==> src/rtl/fpc_pkg.sv <==
// Purpose: Shared constants and types for the switch frame policy control block
// Assumes: Ports 1..5 map onto mask bits 0..4; port 5 is the switch MII port
// Notes: Register offsets are byte addresses on the management register port
package fpc_pkg;
  // ----------------------------------------
  // Register map
  // ----------------------------------------
  localparam logic [7:0] FPC_SIZE_BUF_OFS = 8'h04;
  localparam logic [7:0] FPC_VLAN_FWD_OFS = 8'h05;
  localparam logic [7:0] FPC_SIZE_BUF_RST = 8'h00;
  localparam logic [7:0] FPC_VLAN_FWD_RST = 8'h00;
  localparam logic [7:0] FPC_UNMAPPED_VAL = 8'h00;
  localparam int FPC_BUF_RESERVE_BIT = 0;
  localparam int FPC_SIZE_CHK_DIS_BIT = 1;
  localparam int FPC_MIRROR_AND_BIT = 0;
  localparam int FPC_TAG_MASK_BIT = 1;
  localparam int FPC_PRIO_LSB = 2;
  localparam int FPC_PRIO_MSB = 3;
  localparam int FPC_PRETAG_BIT = 4;
  localparam int FPC_DIRECT_BIT = 5;
  localparam int FPC_IGMP_BIT = 6;
  localparam int FPC_VLAN_EN_BIT = 7;
  // ----------------------------------------
  // Frame limits and ports
  // ----------------------------------------
  localparam int FPC_LEN_W = 11;
  localparam logic [10:0] FPC_LEN_LONG = 11'h600;
  localparam logic [10:0] FPC_LEN_TAGGED = 11'h5F2;
  localparam logic [10:0] FPC_LEN_UNTAGGED = 11'h5EE;
  localparam logic [5:0] FPC_RESERVE_BUFS = 6'h30;
  localparam logic [5:0] FPC_NO_BUFS = 6'h00;
  localparam int FPC_PORTS = 5;
  localparam logic [2:0] FPC_MII_PORT = 3'h5;
  localparam logic [4:0] FPC_MII_MASK = 5'h10;
  localparam logic [1:0] FPC_STRAP_WAIT = 2'h2;
  localparam logic [1:0] FPC_STRAP_DONE = 2'h3;
  // ----------------------------------------
  // Scheduling ratios
  // ----------------------------------------
  localparam logic [3:0] FPC_RATIO_10 = 4'hA;
  localparam logic [3:0] FPC_RATIO_5 = 4'h5;
  localparam logic [3:0] FPC_RATIO_2 = 4'h2;
  typedef enum logic [1:0] {FPC_PRIO_STRICT, FPC_PRIO_10_1, FPC_PRIO_5_1, FPC_PRIO_2_1} fpc_prio_t;
  typedef struct packed {
    logic [4:0] dest;
    logic drop;
    logic mirror;
    logic pretag;
    logic [2:0] src;
    logic hi;
  } fpc_word_t;
  localparam int FPC_WORD_W = $bits(fpc_word_t);
endpackage : fpc_pkg

==> src/rtl/fpc_fifo_if.sv <==
// Purpose: Carrier between the policy top and its decision FIFO
// Assumes: One clock domain
// Notes: Width follows the policy word
`timescale 1ns/1ps
interface fpc_fifo_if #(parameter int W = 12);
  logic [W-1:0] wdata;
  logic wvalid;
  logic wready;
  logic [W-1:0] rdata;
  logic rvalid;
  logic rready;
  modport fifo (input wdata, wvalid, rready, output wready, rdata, rvalid);
  modport user (output wdata, wvalid, rready, input wready, rdata, rvalid);
endinterface : fpc_fifo_if

==> src/rtl/fpc_top.sv <==
// Purpose: Global frame policy registers and per-frame policy decision
// Assumes: Frame descriptors and mirror masks come from logic on sys_clk_in
// Notes: Decided words pass an 8 deep FIFO and a registered output stage
// Overview of operation
// - Size check disabled: frames up to 1536 bytes inclusive are accepted
// - Size check enabled: limit 1522 bytes tagged, 1518 bytes untagged
// - A frame longer than the selected limit is marked dropped
// - Special-tag frames from CPU port to ports 1-4 skip the tagged limit
// - Reserve bit set gives 48 high priority buffers per queue, else none
// - VLAN enable bit turns 802.1q on; software fills VLAN table first
// - IGMP snoop bit sends every IGMP frame that is not dropped to the switch MII port
// - Direct mode: port 5 frames follow preamble routing, skipping lookup
// - Pre-tag bit marks frames to the MII port with their source port
// - Two-bit scheme selects strict priority or ratios 10/1, 5/1, 2/1
// - Tag mask bit uses low five VID bits as destination port mask
// - Mirror match set: mirror only when source and destination both match
// - Mirror match clear: mirror when source or destination matches
`timescale 1ns/1ps
module fpc_top #(
  parameter int FIFO_DEPTH = 8
) (
  // Clock and reset
  input wire logic sys_clk_in,
  input wire logic sys_rst_in,
  // Strap
  input wire logic size_limit_strap_pin_in,
  // Register port
  input wire logic [7:0] reg_addr_in,
  input wire logic reg_wr_in,
  input wire logic [7:0] reg_wdata_in,
  input wire logic reg_rd_in,
  output logic [7:0] reg_rdata_out,
  // Frame descriptor in
  input wire logic in_valid_in,
  output logic in_ready_out,
  input wire logic [fpc_pkg::FPC_LEN_W-1:0] in_len_in,
  input wire logic in_tagged_in,
  input wire logic in_special_tag_protocol_id_in,
  input wire logic [2:0] in_src_port_in,
  input wire logic [4:0] in_lookup_mask_in,
  input wire logic [11:0] in_vid_in,
  input wire logic in_igmp_in,
  input wire logic [4:0] in_route_mask_in,
  input wire logic in_hi_prio_in,
  // Mirror configuration
  input wire logic [4:0] mirror_rx_mask_in,
  input wire logic [4:0] mirror_tx_mask_in,
  // Decision out
  output logic out_valid_out,
  input wire logic out_ready_in,
  output logic [4:0] out_dest_mask_out,
  output logic out_drop_out,
  output logic out_mirror_out,
  output logic out_pretag_out,
  output logic [2:0] out_src_port_out,
  output logic out_hi_prio_out,
  // Global status
  output logic vlan_enable_out,
  output logic [5:0] reserved_buffers_out,
  // Egress scheduling
  input wire logic sched_hi_req_in,
  input wire logic sched_lo_req_in,
  output logic grant_hi_out,
  output logic grant_lo_out
);
  import fpc_pkg::*;

  // ----------------------------------------
  // Parameter check
  // ----------------------------------------
  if (FIFO_DEPTH < 2) begin : g_chk
    $error("fpc_top: FIFO_DEPTH too small");
  end

  // ----------------------------------------
  // Strap synchroniser and capture
  // ----------------------------------------
  logic strap_s1;
  logic strap_s2;
  logic [1:0] strap_cnt;
  wire strap_load = (strap_cnt == FPC_STRAP_WAIT);
  always_ff @(posedge sys_clk_in) begin
    if (sys_rst_in) begin
      strap_s1 <= 1'b0;
      strap_s2 <= 1'b0;
      strap_cnt <= 2'h0;
    end else begin
      strap_s1 <= size_limit_strap_pin_in;
      strap_s2 <= strap_s1;
      strap_cnt <= (strap_cnt == FPC_STRAP_DONE) ? strap_cnt : strap_cnt + 2'h1;
    end
  end

  // ----------------------------------------
  // Register file
  // ----------------------------------------
  logic size_chk_dis;
  logic buf_reserve;
  logic [7:0] vlan_fwd;
  wire sel_size = (reg_addr_in == FPC_SIZE_BUF_OFS);
  wire sel_vlan = (reg_addr_in == FPC_VLAN_FWD_OFS);
  wire wr_size = reg_wr_in & sel_size;
  wire wr_vlan = reg_wr_in & sel_vlan;
  wire [7:0] size_rd = {6'h00, size_chk_dis, buf_reserve};
  wire [7:0] rd_mux = sel_size ? size_rd : sel_vlan ? vlan_fwd : FPC_UNMAPPED_VAL;
  always_ff @(posedge sys_clk_in) begin
    if (sys_rst_in) begin
      size_chk_dis <= FPC_SIZE_BUF_RST[FPC_SIZE_CHK_DIS_BIT];
      buf_reserve <= FPC_SIZE_BUF_RST[FPC_BUF_RESERVE_BIT];
      vlan_fwd <= FPC_VLAN_FWD_RST;
      reg_rdata_out <= 8'h00;
    end else begin
      if (strap_load) begin
        size_chk_dis <= strap_s2;
      end else if (wr_size) begin
        size_chk_dis <= reg_wdata_in[FPC_SIZE_CHK_DIS_BIT];
      end
      if (wr_size) begin
        buf_reserve <= reg_wdata_in[FPC_BUF_RESERVE_BIT];
      end
      if (wr_vlan) begin
        vlan_fwd <= reg_wdata_in;
      end
      if (reg_rd_in) begin
        reg_rdata_out <= rd_mux;
      end
    end
  end

  // ----------------------------------------
  // Field decode
  // ----------------------------------------
  wire vlan_en = vlan_fwd[FPC_VLAN_EN_BIT];
  wire igmp_snoop = vlan_fwd[FPC_IGMP_BIT];
  wire direct_mode = vlan_fwd[FPC_DIRECT_BIT];
  wire pretag_en = vlan_fwd[FPC_PRETAG_BIT];
  wire tag_mask_en = vlan_fwd[FPC_TAG_MASK_BIT];
  wire mirror_and = vlan_fwd[FPC_MIRROR_AND_BIT];
  wire fpc_prio_t scheme = fpc_prio_t'(vlan_fwd[FPC_PRIO_MSB:FPC_PRIO_LSB]);

  // ----------------------------------------
  // Length check
  // ----------------------------------------
  wire cpu_special = in_special_tag_protocol_id_in & (in_src_port_in == FPC_MII_PORT);
  wire use_tagged = in_tagged_in & ~cpu_special;
  wire [FPC_LEN_W-1:0] max_len = size_chk_dis ? FPC_LEN_LONG :
                                 use_tagged ? FPC_LEN_TAGGED :
                                 cpu_special ? FPC_LEN_LONG : FPC_LEN_UNTAGGED;
  wire too_long = (in_len_in > max_len);

  // ----------------------------------------
  // Destination selection
  // ----------------------------------------
  wire from_mii = (in_src_port_in == FPC_MII_PORT);
  wire [4:0] vid_mask = in_vid_in[FPC_PORTS-1:0];
  wire [4:0] base_mask = (direct_mode && from_mii) ? in_route_mask_in :
                         tag_mask_en ? vid_mask : in_lookup_mask_in;
  wire [4:0] dest_mask = (igmp_snoop && in_igmp_in) ? (base_mask | FPC_MII_MASK) : base_mask;

  // ----------------------------------------
  // Mirror match
  // ----------------------------------------
  wire [4:0] src_onehot = (in_src_port_in >= 3'h1 && in_src_port_in <= FPC_MII_PORT) ?
                          5'(5'h01 << (in_src_port_in - 3'h1)) : 5'h00;
  wire src_match = |(src_onehot & mirror_rx_mask_in);
  wire dst_match = |(dest_mask & mirror_tx_mask_in);
  wire mirror_hit = mirror_and ? (src_match & dst_match) : (src_match | dst_match);

  // ----------------------------------------
  // Policy word and FIFO
  // ----------------------------------------
  fpc_word_t word_in;
  fpc_word_t word_head;
  fpc_word_t word_out;
  fpc_fifo_if #(.W(FPC_WORD_W)) q_if ();
  assign word_in.dest = too_long ? 5'h00 : dest_mask;
  assign word_in.drop = too_long;
  assign word_in.mirror = mirror_hit & ~too_long;
  assign word_in.pretag = pretag_en & dest_mask[FPC_PORTS-1] & ~too_long;
  assign word_in.src = in_src_port_in;
  assign word_in.hi = in_hi_prio_in;
  assign q_if.wdata = word_in;
  assign q_if.wvalid = in_valid_in;
  assign in_ready_out = q_if.wready;
  assign word_head = fpc_word_t'(q_if.rdata);
  wire take_head = q_if.rvalid & q_if.rready;
  assign q_if.rready = ~out_valid_out | out_ready_in;

  fpc_fifo #(.WIDTH(FPC_WORD_W), .DEPTH(FIFO_DEPTH)) u_fifo (
    .sys_clk_in(sys_clk_in),
    .sys_rst_in(sys_rst_in),
    .q(q_if.fifo)
  );

  // ----------------------------------------
  // Output stage
  // ----------------------------------------
  always_ff @(posedge sys_clk_in) begin
    if (sys_rst_in) begin
      out_valid_out <= 1'b0;
      word_out <= '0;
    end else begin
      if (q_if.rready) begin
        out_valid_out <= q_if.rvalid;
      end
      if (take_head) begin
        word_out <= word_head;
      end
    end
  end
  assign out_dest_mask_out = word_out.dest;
  assign out_drop_out = word_out.drop;
  assign out_mirror_out = word_out.mirror;
  assign out_pretag_out = word_out.pretag;
  assign out_src_port_out = word_out.src;
  assign out_hi_prio_out = word_out.hi;

  // ----------------------------------------
  // Global status
  // ----------------------------------------
  always_ff @(posedge sys_clk_in) begin
    if (sys_rst_in) begin
      vlan_enable_out <= 1'b0;
      reserved_buffers_out <= FPC_NO_BUFS;
    end else begin
      vlan_enable_out <= vlan_en;
      reserved_buffers_out <= buf_reserve ? FPC_RESERVE_BUFS : FPC_NO_BUFS;
    end
  end

  // ----------------------------------------
  // Egress scheduler
  // ----------------------------------------
  fpc_sched u_sched (
    .sys_clk_in(sys_clk_in),
    .sys_rst_in(sys_rst_in),
    .scheme_in(scheme),
    .hi_req_in(sched_hi_req_in),
    .lo_req_in(sched_lo_req_in),
    .grant_hi_out(grant_hi_out),
    .grant_lo_out(grant_lo_out)
  );
endmodule : fpc_top

==> src/rtl/fpc_fifo.sv <==
// Purpose: Flop based FIFO for policy words
// Assumes: DEPTH a power of two, at least 2
// Notes: wready is registered; rdata is the head entry
`timescale 1ns/1ps
module fpc_fifo #(
  parameter int WIDTH = 12,
  parameter int DEPTH = 8
) (
  // Clock and reset
  input wire logic sys_clk_in,
  input wire logic sys_rst_in,
  // Queue
  fpc_fifo_if.fifo q
);
  localparam int AW = $clog2(DEPTH);
  localparam logic [AW:0] FULL = (AW+1)'(DEPTH);
  if (DEPTH < 2 || (2 ** AW) != DEPTH || $bits(q.wdata) != WIDTH) begin : g_chk
    $error("fpc_fifo: unsupported depth or width");
  end
  logic [WIDTH-1:0] mem [DEPTH];
  logic [AW-1:0] wp;
  logic [AW-1:0] rp;
  logic [AW:0] cnt;
  logic ready;
  wire push = q.wvalid & ready;
  wire pop = q.rvalid & q.rready;
  wire [AW:0] next_cnt = cnt + {{AW{1'b0}}, push} - {{AW{1'b0}}, pop};
  assign q.wready = ready;
  assign q.rvalid = (cnt != '0);
  assign q.rdata = mem[rp];
  always_ff @(posedge sys_clk_in) begin
    if (sys_rst_in) begin
      wp <= '0;
      rp <= '0;
      cnt <= '0;
      ready <= 1'b0;
    end else begin
      wp <= push ? wp + 1'b1 : wp;
      rp <= pop ? rp + 1'b1 : rp;
      cnt <= next_cnt;
      ready <= (next_cnt != FULL);
    end
  end
  always_ff @(posedge sys_clk_in) begin
    if (push) begin
      mem[wp] <= q.wdata;
    end
  end
endmodule : fpc_fifo

==> src/rtl/fpc_sched.sv <==
// Purpose: High/low egress grant scheduler
// Assumes: Requests are levels from the same clock
// Notes: Low queue is served once the high run reaches the ratio
`timescale 1ns/1ps
module fpc_sched (
  // Clock and reset
  input wire logic sys_clk_in,
  input wire logic sys_rst_in,
  // Control
  input wire fpc_pkg::fpc_prio_t scheme_in,
  input wire logic hi_req_in,
  input wire logic lo_req_in,
  // Grants
  output logic grant_hi_out,
  output logic grant_lo_out
);
  import fpc_pkg::*;
  logic [3:0] run;
  wire [3:0] limit = (scheme_in == FPC_PRIO_10_1) ? FPC_RATIO_10 :
                     (scheme_in == FPC_PRIO_5_1) ? FPC_RATIO_5 : FPC_RATIO_2;
  wire strict = (scheme_in == FPC_PRIO_STRICT);
  wire take_hi = hi_req_in & (strict | ~lo_req_in | (run < limit));
  wire take_lo = lo_req_in & ~take_hi;
  always_ff @(posedge sys_clk_in) begin
    if (sys_rst_in) begin
      run <= 4'h0;
      grant_hi_out <= 1'b0;
      grant_lo_out <= 1'b0;
    end else begin
      grant_hi_out <= take_hi;
      grant_lo_out <= take_lo;
      run <= take_lo ? 4'h0 : (take_hi && run != 4'hF) ? run + 4'h1 : run;
    end
  end
endmodule : fpc_sched

==> config.mk <==
export PLATFORM = sky130hd
export DESIGN_NAME = fpc_top
export DESIGN_NICKNAME = d
export VERILOG_FILES = /design/src/rtl/fpc_pkg.sv /design/src/rtl/fpc_fifo_if.sv /design/src/rtl/fpc_top.sv /design/src/rtl/fpc_fifo.sv /design/src/rtl/fpc_sched.sv
export SDC_FILE = /design/constraint.sdc
export NUM_CORES = 1
export LEC_CHECK = 0
export ABC_AREA = 1
export CAP_MARGIN = 10
export CORE_MARGIN = 5
export CORE_UTILIZATION = 40
export DETAILED_ROUTE_END_ITERATION = 7
export DONT_BUFFER_PORTS = 1
export PLACE_DENSITY_LB_ADDON = 0.1
export RECOVER_POWER = 100
export SLEW_MARGIN = 20
export SYNTH_ARGS = -nofsm -noshare
export SYNTH_HDL_FRONTEND = slang
export SYNTH_SLANG_ARGS = --single-unit
==> constraint.sdc <==
create_clock -name sys_clk_in -period 3 [get_ports sys_clk_in]
set_input_delay 0.3 -clock sys_clk_in [delete_from_list [all_inputs] [get_ports sys_clk_in]]
set_output_delay 0.3 -clock sys_clk_in [all_outputs]
set_load 0.005 [all_outputs]
**Yosys cells after proc, flatten, opt, wreduce, memory -nomap -nowiden**

Memories as Yosys holds them, arrays and structs flattened. A register that Yosys moved wholly into a read port is not among the register bits.
Index checks and enable logic that the tools add are counted.

- Input bits: 75
- Flip-flop bits (word level): 47
- Output and inout port bits: 31
- Memory bits (writable): 96
- Memories: 1

Memories:

| memory | depth | width | rd ports | clocked after memory_dff | wr ports | line | RTL |
|---|---|---|---|---|---|---|---|
| u_fifo.mem | 8 | 12 | 1 | 1 | 1 | fpc_fifo.sv:20 | `logic [WIDTH-1:0] mem [DEPTH];` |

- Add/sub/neg operators: 7
- Equality and inequality tests: 9
- Order comparisons: 4
- Reduce and logical (&&, ||, !) cells: 10
- Shifts and indexed selects: 1
- Bitwise gates (word level): 23
- Multiplexer cells: 18

Operators with widths:

| cell | number |
|---|---|
| 10-bit 2-to-1 mux | 3 |
| 5-bit 2-to-1 mux | 5 |
| 8-bit by 3-bit == test with 1-bit output (second input constant) | 2 |
| 8-bit 2-to-1 mux | 2 |
| 1-bit AND | 12 |
| 11-bit greater-than comparator | 1 |
| 5-bit AND | 2 |
| 5-bit OR reduction | 2 |
| 4-bit != test (second input constant) | 2 |
| 3-bit by 1-bit adder with 3-bit output (second input constant) | 2 |
| 2-bit == test (second input constant) | 3 |
| 6-bit 2-to-1 mux | 1 |
| 1-bit 2-to-1 mux | 5 |
| 1-bit inverter | 5 |
| 1-bit by 3-bit left shift with 5-bit output (first input constant) | 1 |
| 4-bit by 1-bit adder with 4-bit output | 1 |
| 4-bit by 1-bit adder with 4-bit output (second input constant) | 1 |
| 1-bit logical AND | 4 |
| 4-bit < comparator | 1 |
| 4-bit 2-to-1 mux | 1 |
| 1-bit OR | 4 |
| 4-bit nonzero test | 1 |
| 4-bit by 1-bit subtractor with 4-bit output | 1 |
| 3-bit == test (second input constant) | 1 |
| other kinds (9) | 9 |

**Logic depth before layout (Yosys ltp)**

Gate-level depths: netlist (run 1).

- Depth after elaboration: 9
- Depth in mapped cells: 15

**Hierarchy**

Synthesis (run 1) repeated with hierarchy kept, for this count alone.

- Cells, all modules: 787
- Area, all modules: 6969.2 um^2

By module, submodules not included:

| module | cells an instance | times used | area an instance (um^2) | sequential area each (um^2) |
|---|---|---|---|---|
| fpc_fifo | 427 | 1 | 4533.1 | 3163.0 |
| fpc_top | 309 | 1 | 2037.0 | 740.7 |
| fpc_sched | 51 | 1 | 399.1 | 120.1 |

**Least setup slack after synthesis (run 1)**

No wires, ideal clock.

- Kind: reg-to-reg
- From: reg u_fifo.cnt[2]
- To: reg u_fifo.ready (netlist: u_fifo.q.wready)
- Data arrival time: 2261 ps
- Data required time: 2885 ps
- Stages on the path, launching flop included: 16
- Path buffers: 1
- Period minus slack after synthesis: 2376 ps
- Setup slack: 624 ps
- Cell sequence: dfxtp_1 inv_1 ha_1 nand3_1 o21ai_2 inv_2 buf_2 ha_1 inv_1 ha_1 inv_1 fa_1 xor2_1 nand3_1 o21ai_0 inv_1

- Word-level cells in the longest chain between the ends: 4
- Elaborated cells between the ends (all ways): 5

Ends and longest elaborated chain:

| what | line | RTL |
|---|---|---|
| start, declared | fpc_fifo.sv:23 | `logic [AW:0] cnt;` |
| start signal, assigned | fpc_fifo.sv:40 | `cnt <= next_cnt;` |
| 4-bit nonzero test | fpc_fifo.sv:29 | `assign q.rvalid = (cnt != '0);` |
| 1-bit AND | n/a |  |
| via take_head | fpc_top.sv:186 | `wire take_head = q_if.rvalid & q_if.rready;` |
| 4-bit by 1-bit subtractor with 4-bit output | fpc_fifo.sv:27 | `wire [AW:0] next_cnt = cnt + {{AW{1'b0}}, push} - {{AW{1'b0}}, pop};` |
| 4-bit != test | fpc_fifo.sv:41 | `ready <= (next_cnt != FULL);` |
| end signal, assigned | fpc_fifo.sv:41 |  |
| end, declared | fpc_fifo.sv:24 | `logic ready;` |

The timed path passes the listed nets, and every way through them passes these cells.
A chain may end at the register's enable or synchronous reset.

**Worst setup path after layout (run 1)**

- From: reg size_chk_dis
- To: mem u_fifo.mem[2][4], data pin

- Word-level cells in the longest chain between the ends: 4

Ends and longest elaborated chain:

| what | line | RTL |
|---|---|---|
| start, declared | fpc_top.sv:97 | `logic size_chk_dis;` |
| start signal, assigned | fpc_top.sv:108 | `size_chk_dis <= FPC_SIZE_BUF_RST[FPC_SIZE_CHK_DIS_BIT];` |
| start signal, assigned | fpc_top.sv:114 | `size_chk_dis <= strap_s2;` |
| start signal, assigned | fpc_top.sv:116 | `size_chk_dis <= reg_wdata_in[FPC_SIZE_CHK_DIS_BIT];` |
| 10-bit 2-to-1 mux | fpc_top.sv:146 | `wire [FPC_LEN_W-1:0] max_len = size_chk_dis ? FPC_LEN_LONG :` |
| 11-bit greater-than comparator | fpc_top.sv:149 | `wire too_long = (in_len_in > max_len);` |
| via q_if.wdata[6] | fpc_fifo_if.sv:6 | `logic [W-1:0] wdata;` |
| 1-bit inverter | fpc_top.sv:179 | `assign word_in.pretag = pretag_en & dest_mask[FPC_PORTS-1] & ~too_long;` |
| 1-bit AND | fpc_top.sv:179 |  |
| via q_if.wdata[4] | fpc_fifo_if.sv:6 |  |
| end, declared | fpc_fifo.sv:20 |  |

The timed path passes the listed nets, and every way through them passes these cells.

==> flow_metrics.env, run 1 <==
export IMPL_regToRegStartpoint="size_chk_dis"
export IMPL_place_congestion=0.7479
export IMPL_synth_seq_area_share_pct=59.68
export IMPL_syn_area_per_cell_um2=9.868
export IMPL_hold_path_depth=2
export IMPL_grt_use_met3_pct=6.241
export IMPL_grt_pass1_wl_mm=24.25
export IMPL_syn_cell_area_mm2=0.006641
export IMPL_ys_seq_elements=150
export IMPL_grt_met1_usage_pct=19.00
export IMPL_fin_crit_ns=2.669
export IMPL_grt_util_met2_pct=27.15
export IMPL_min_to="u_sched.grant_lo_out"
export IMPL_drt_vias_per_instance=5.076
export IMPL_finalSetupViolations=0
export IMPL_grt_overflow_total=0
export IMPL_syn_to_final_growth_pct=13.23
export IMPL_antenna_found_initial=0
export IMPL_yosys_area_top_type="edfxtp_1"
export IMPL_ys_warnings_count=0
export IMPL_min_period_over_period_pct=88.97
export IMPL_finalHoldViolCount=0
export IMPL_hold_start="sched_lo_req_in"
export IMPL_syn_instance_count=673
export IMPL_grt_start_max_net_pins=51
export IMPL_grt_pass1_vias=4556
export IMPL_die_w_um=138.9
export IMPL_routed_wl_mm=15.35
export IMPL_drtAntennaViolNets=0
export IMPL_die_area_mm2=0.01928
export IMPL_ff_latch_area_mm2=0.003964
export IMPL_required_ns=3.10
export IMPL_hold_path_class="input port to register"
export IMPL_total_power_uw=6382
export IMPL_post_route_drc_count=0
export IMPL_cts_root_buf="clkbuf_16"
export IMPL_hpwl_mm=10.14
export IMPL_clock_skew_ns=0.009043
export IMPL_setup_tns_ns=0
export IMPL_nFillCells=1566
export IMPL_crit_chain="inv_1 -> nand2_1 -> or2_2 -> ha_1 -> nand2_1 -> nor4_1 -> nand2_1 -> nand2_1 -> inv_2 -> nor3_1"
export IMPL_worst_path_buf_inv=2
export IMPL_max_stage_delay_ns=0.64
export IMPL_dr_pass1_iters=4
export IMPL_port_buffers=0
export IMPL_start_util_pct=40.48
export IMPL_cts_max_path_buffers=2
export IMPL_final_cells=919
export IMPL_post_cts_buffers=0
export IMPL_placed_cells=880
export IMPL_io_pins=106
export IMPL_worst_ep_arrival_time_ns=2.77
export IMPL_cap_violations=1
export IMPL_cpMaxStageDelayCell="nor3_1"
export IMPL_tightest_slew_ns=1.481
export IMPL_cp_start_kind="register"
export IMPL_violations="capacitance limit"
export IMPL_h_tree_depth=4
export IMPL_crit_fanout=8
export IMPL_leakage_uw=0.002771
export IMPL_die_y_um=138.9
export IMPL_rrSetupSlack_ns=0.33
export IMPL_clock_latency_ns=0.42
export IMPL_drive_above_1_share_pct=8.584
export IMPL_critPathKind="register to register"
export IMPL_reg2reg_to="u_fifo.mem[2][4]"
export IMPL_critPathTopFamily="simple AND/OR/NAND/NOR gates"
export IMPL_vias=4665
export IMPL_cts_sinks=150
export IMPL_nets=784
export IMPL_clkTransAtPathRegs_ns=0.06
export IMPL_cpMostUsedCell="nand2_1"
export IMPL_cts_tree="done"
export IMPL_p_per_area_mw_per_mm2=848.7
export IMPL_multi_input_area_mm2=0.002247
export IMPL_slew_viol_final=0
export IMPL_r2r_worst_path_cells=10
export IMPL_final_common_cell="nor2_1"
export IMPL_synth_area_leaders="edfxtp_1 (43%), dfxtp_1 (16%), nor2_1 (6.6%), nand2_1 (5.0%), ha_1 (4.1%)"
export IMPL_core_area_mm2=0.01641
export IMPL_endpoint_kind="register"
export IMPL_yosysUniqueCellTypes=34
export IMPL_diodes=0
export IMPL_num_rows=47
export IMPL_wl_per_cell_um=16.70
export IMPL_grt_total_usage_pct=16.15
export IMPL_busiest_layer="met2"
export IMPL_rsz0062_at_grt="no"
export IMPL_cts_buffers=17
export IMPL_irDropWorstVdd_mv=0.4566
export IMPL_fmax_mhz=374.7
export IMPL_slew_headroom_pct=0.9128
export IMPL_drtIter0Drc=239
export IMPL_yosysTopAreaCellShare_pct=43.41
export IMPL_outcome="finished with violations"
export IMPL_most_common_layout_cells="nor2_1 (116), edfxtp_1 (96), nand2_1 (91)"
-- cells by family (layout without fill, tap and decap cells) --
group	Yosys count	after routing	synth area share (%)
AOI/OAI and AO/OA	159	159	13.87
and+or+nand+nor	248	248	15.49
buffers and inverters	88	111	5.934
other	1	4	0.05646
adders and majority gates	23	23	4.446
xor gates and xnor gates	4	4	0.5276
DFF	150	150	59.68
-- what timing repair did --
item | 4_1_cts | 5_1_grt
endpoints found under the hold margin | 63 | 0
endpoints found under the setup margin | 0 | 0
resized for setup | 0 | 0
hold buffers | 7 | 0
-- final cells by class --
type | count | share of cell area [%]
sequential | 150 | 52.71
multi-input combinational | 438 | 29.88
tap | 220 | 3.661
clock buffer | 23 | 6.090
clock inverter | 9 | 2.629
timing repair buffer | 23 | 2.230
inverter | 56 | 2.795
-- worst max-delay path by stage --
stage	from	to	slack [ns]	cells after the start
2_1_floorplan	u_fifo.cnt[2]	u_fifo.q.wready	0.62	15
3_3_place_gp	in_src_port_in[1]	u_fifo.mem[6][4]	0.25	14
4_1_cts	size_chk_dis	u_fifo.mem[5][4]	0.32	10
3_5_place_dp	in_src_port_in[1]	u_fifo.mem[7][4]	0.16	13
6_report	size_chk_dis	u_fifo.mem[2][4]	0.33	10
5_1_grt	size_chk_dis	u_fifo.mem[3][4]	0.1	10
-- stage by stage --
stage / util, % / cell area, um2 / setup slack [ns] / hold slack, ns
3_5_place_dp: 41.90 / 6874 / 0.1606 / 0.3685
3_3_place_gp: 41.90 / 6874 / 0.2470 / 0.3695
5_1_grt: 45.83 / 7520 / 0.09963 / 0.01812
4_1_cts: 46.38 / 7610 / 0.3245 / 0.005758
6_report: 45.83 / 7520 / 0.3309 / 0.02927
2_1_floorplan: - / 6653 / 0.6235 / 0.3624
-- state kept, by name, summed over array words and instances (netlist names), 2 cells and up --
signal / flops
u_fifo.rp: 3
reg_rdata_out: 8
u_fifo.cnt: 4
out_src_port_out: 3
u_fifo.wp: 3
u_fifo.mem: 96
u_sched.run: 4
vlan_fwd: 8
strap_cnt: 2
out_dest_mask_out: 5
-- per-layer routing --
layer	share of wire, %	vias up
li1	-	2323
met1	43	2208
met2	48	122
met3	7.5	12
met4	1.2	0
met5	0	-
-- cells in the mapped netlist, drive strengths merged --
library cell	instances
nor2	117
clkinv	1
xor2	2
o211ai	28
a21oi	46
edfxtp	96
nand4	5
or2	4
nor4	2
clkbuf	17
ha	22
o21a	1
xnor2	2
and2	1
conb	1
nand2	97
inv	55
o21ai	84
buf	15
nor3	2
nand3	20
fa	1
dfxtp	54
-- power by group --
group	internal (uW)	leakage, uW	switching [uW]
Clock	1580	0.000317	782
Combinational	503	0.00113	980
Sequential	2420	0.00132	118
Total	4500	0.00277	1880
Note: power is estimated with default switching activity, not from simulation.
==> inputs of run 2 (changes only) <==
==> constraint.sdc (replaced) <==
create_clock -name sys_clk_in -period 3 [get_ports sys_clk_in]
set_input_delay 0.6 -clock sys_clk_in [delete_from_list [all_inputs] [get_ports sys_clk_in]]
set_output_delay 0.6 -clock sys_clk_in [all_outputs]
set_load 0.005 [all_outputs]
==> flow_metrics.env, run 2 (same netlist as run 1, synthesis figures left out) <==
export IMPL_cts_buffers=17
export IMPL_dp_slack_ns=-0.1239
export IMPL_outcome="completed"
export IMPL_critPathKind="input port to register"
export IMPL_grt_start_max_net_pins=51
export IMPL_slew_viol_final=0
export IMPL_largest_reg_flops=96
export IMPL_worst_ep_arrival_time_ns=2.77
export IMPL_routed_wl_mm=15.31
export IMPL_h_tree_depth=4
export IMPL_tightest_slew_ns=1.035
export IMPL_core_area_mm2=0.01641
export IMPL_die_y_um=138.9
export IMPL_finalSetupViolations=0
export IMPL_cts_root_buf="clkbuf_16"
export IMPL_setup_tns_ns=0
export IMPL_endpoint_kind="register"
export IMPL_final_common_cell="nor2_1"
export IMPL_grt_total_usage_pct=16.17
export IMPL_clkTransAtPathRegs_ns=0.06
export IMPL_crit_fanout=10
export IMPL_nFillCells=1562
export IMPL_fin_util_pct=44.81
export IMPL_most_common_layout_cells="nor2_1 (117), edfxtp_1 (96), nand2_1 (91)"
export IMPL_cts_resized=0
export IMPL_postCtsHoldBufs=0
export IMPL_slew_headroom_pct=31.00
export IMPL_cts_sinks=150
export IMPL_start_util_pct=40.48
export IMPL_reg_top3="u_fifo.mem (96), reg_rdata_out (8), vlan_fwd (8)"
export IMPL_finalHoldViolCount=0
export IMPL_cp_start_kind="input port"
export IMPL_rsz0062_at_grt="no"
export IMPL_dr_pass1_iters=4
export IMPL_fmax_mhz=373.8
export IMPL_vias=4585
export IMPL_hold_path_class="input port to register"
export IMPL_leakage_uw=0.002706
export IMPL_top_register="u_fifo.mem"
export IMPL_fin_crit_ns=2.675
export IMPL_die_area_mm2=0.01928
export IMPL_drtAntennaViolNets=0
export IMPL_grt_pass1_vias=4521
export IMPL_drtIter0Drc=237
export IMPL_post_cts_buffers=0
export IMPL_multi_input_area_mm2=0.002245
export IMPL_min_period_over_period_pct=89.18
export IMPL_clock_latency_ns=0.41
export IMPL_die_w_um=138.9
export IMPL_cts_tree="done"
export IMPL_port_buffers=0
export IMPL_wl_per_cell_um=16.71
export IMPL_drt_vias_per_instance=5.005
export IMPL_required_ns=3.10
export IMPL_post_route_drc_count=0
export IMPL_place_congestion=0.7416
export IMPL_fin_ws_ns=0.3247
export IMPL_grt_overflow_total=0
export IMPL_cts_max_path_buffers=2
export IMPL_num_rows=47
export IMPL_grt_pass1_wl_mm=24.24
export IMPL_clock_skew_ns=0.007084
export IMPL_syn_to_final_growth_pct=10.70
export IMPL_nets=781
export IMPL_hpwl_mm=10.05
export IMPL_antenna_found_initial=0
export IMPL_total_power_uw=5950
export IMPL_p_per_area_mw_per_mm2=809.3
export IMPL_ff_latch_area_mm2=0.003964
export IMPL_cap_violations=0
export IMPL_io_pins=106
export IMPL_irDropWorstVdd_mv=0.4173
export IMPL_drive_above_1_share_pct=8.621
export IMPL_diodes=0
-- run 2: cell count changes in the layout (fill, tap and decap cells not counted), moves of 2 or more --
cell	previous run	this run
o21ai_0	50	48
buf_4	7	10
clkbuf_8	1	3
bufinv_16	6	0
clkbuf_1	13	16
o21ai_1	34	36
clkbuf_4	0	2
dlygate4sd3_1	6	0
-- run 2: final timing paths --
path | startpoint | end | slack (ns) | depth (start not counted)
max reg2reg | size_chk_dis | u_fifo.mem[2][4] | 0.37 | 10
min reg2reg | strap_s1 | strap_s2 | 0.40 | 2
min | sys_rst_in | reg_rdata_out[3] | 0.25 | 1
max | in_src_port_in[1] | u_fifo.mem[2][4] | 0.32 | 13
-- run 2: cell type report --
type | count | area share, %
Clock buffer | 29 | 7.148
Tap cell | 220 | 3.744
Clock inverter | 3 | 0.2212
Sequential cell | 150 | 53.91
Multi-Input combinational cell | 438 | 30.53
Timing Repair Buffer | 20 | 1.583
Inverter | 56 | 2.859
-- run 2: critical path, stage by stage --
cell	delay, ns
inv_2	0.02
nand2_1	0.09
nor2_1	0.08
nand2_1	0.06
nand2_1	0.11
or2_2	0.32
ha_1	0.31
nand2_1	0.05
nor4_1	0.22
nand2_1	0.08
nand2_1	0.14
inv_2	0.05
nor3_1	0.63
-- run 2: report_power, final --
group / total, uW / switching, uW / internal (uW)
Clock: 1950 / 764 / 1180
Combinational: 1470 / 966 / 506
Sequential: 2530 / 113 / 2420
-- run 2: stage by stage --
step / instance area (um2) / hold WS [ns] / instances
5_1_grt: 7352 / 0.2162 / 916
6_report: 7352 / 0.2470 / 916
3_3_place_gp: 6894 / 0.3963 / 884
2_1_floorplan: 6653 / 0.3883 / 676
3_5_place_dp: 6894 / 0.4002 / 884
4_1_cts: 7436 / 0.2225 / 916
-- run 2: routing by layer --
metal / up-vias / global-route usage [%] / share of wire [%]
li1: 2312 / - / -
met1: 2148 / 20.08 / 45
met2: 112 / 26.34 / 47
met3: 13 / 6.517 / 7.0
met4: 0 / 4.325 / 0.93
met5: - / 0 / 0
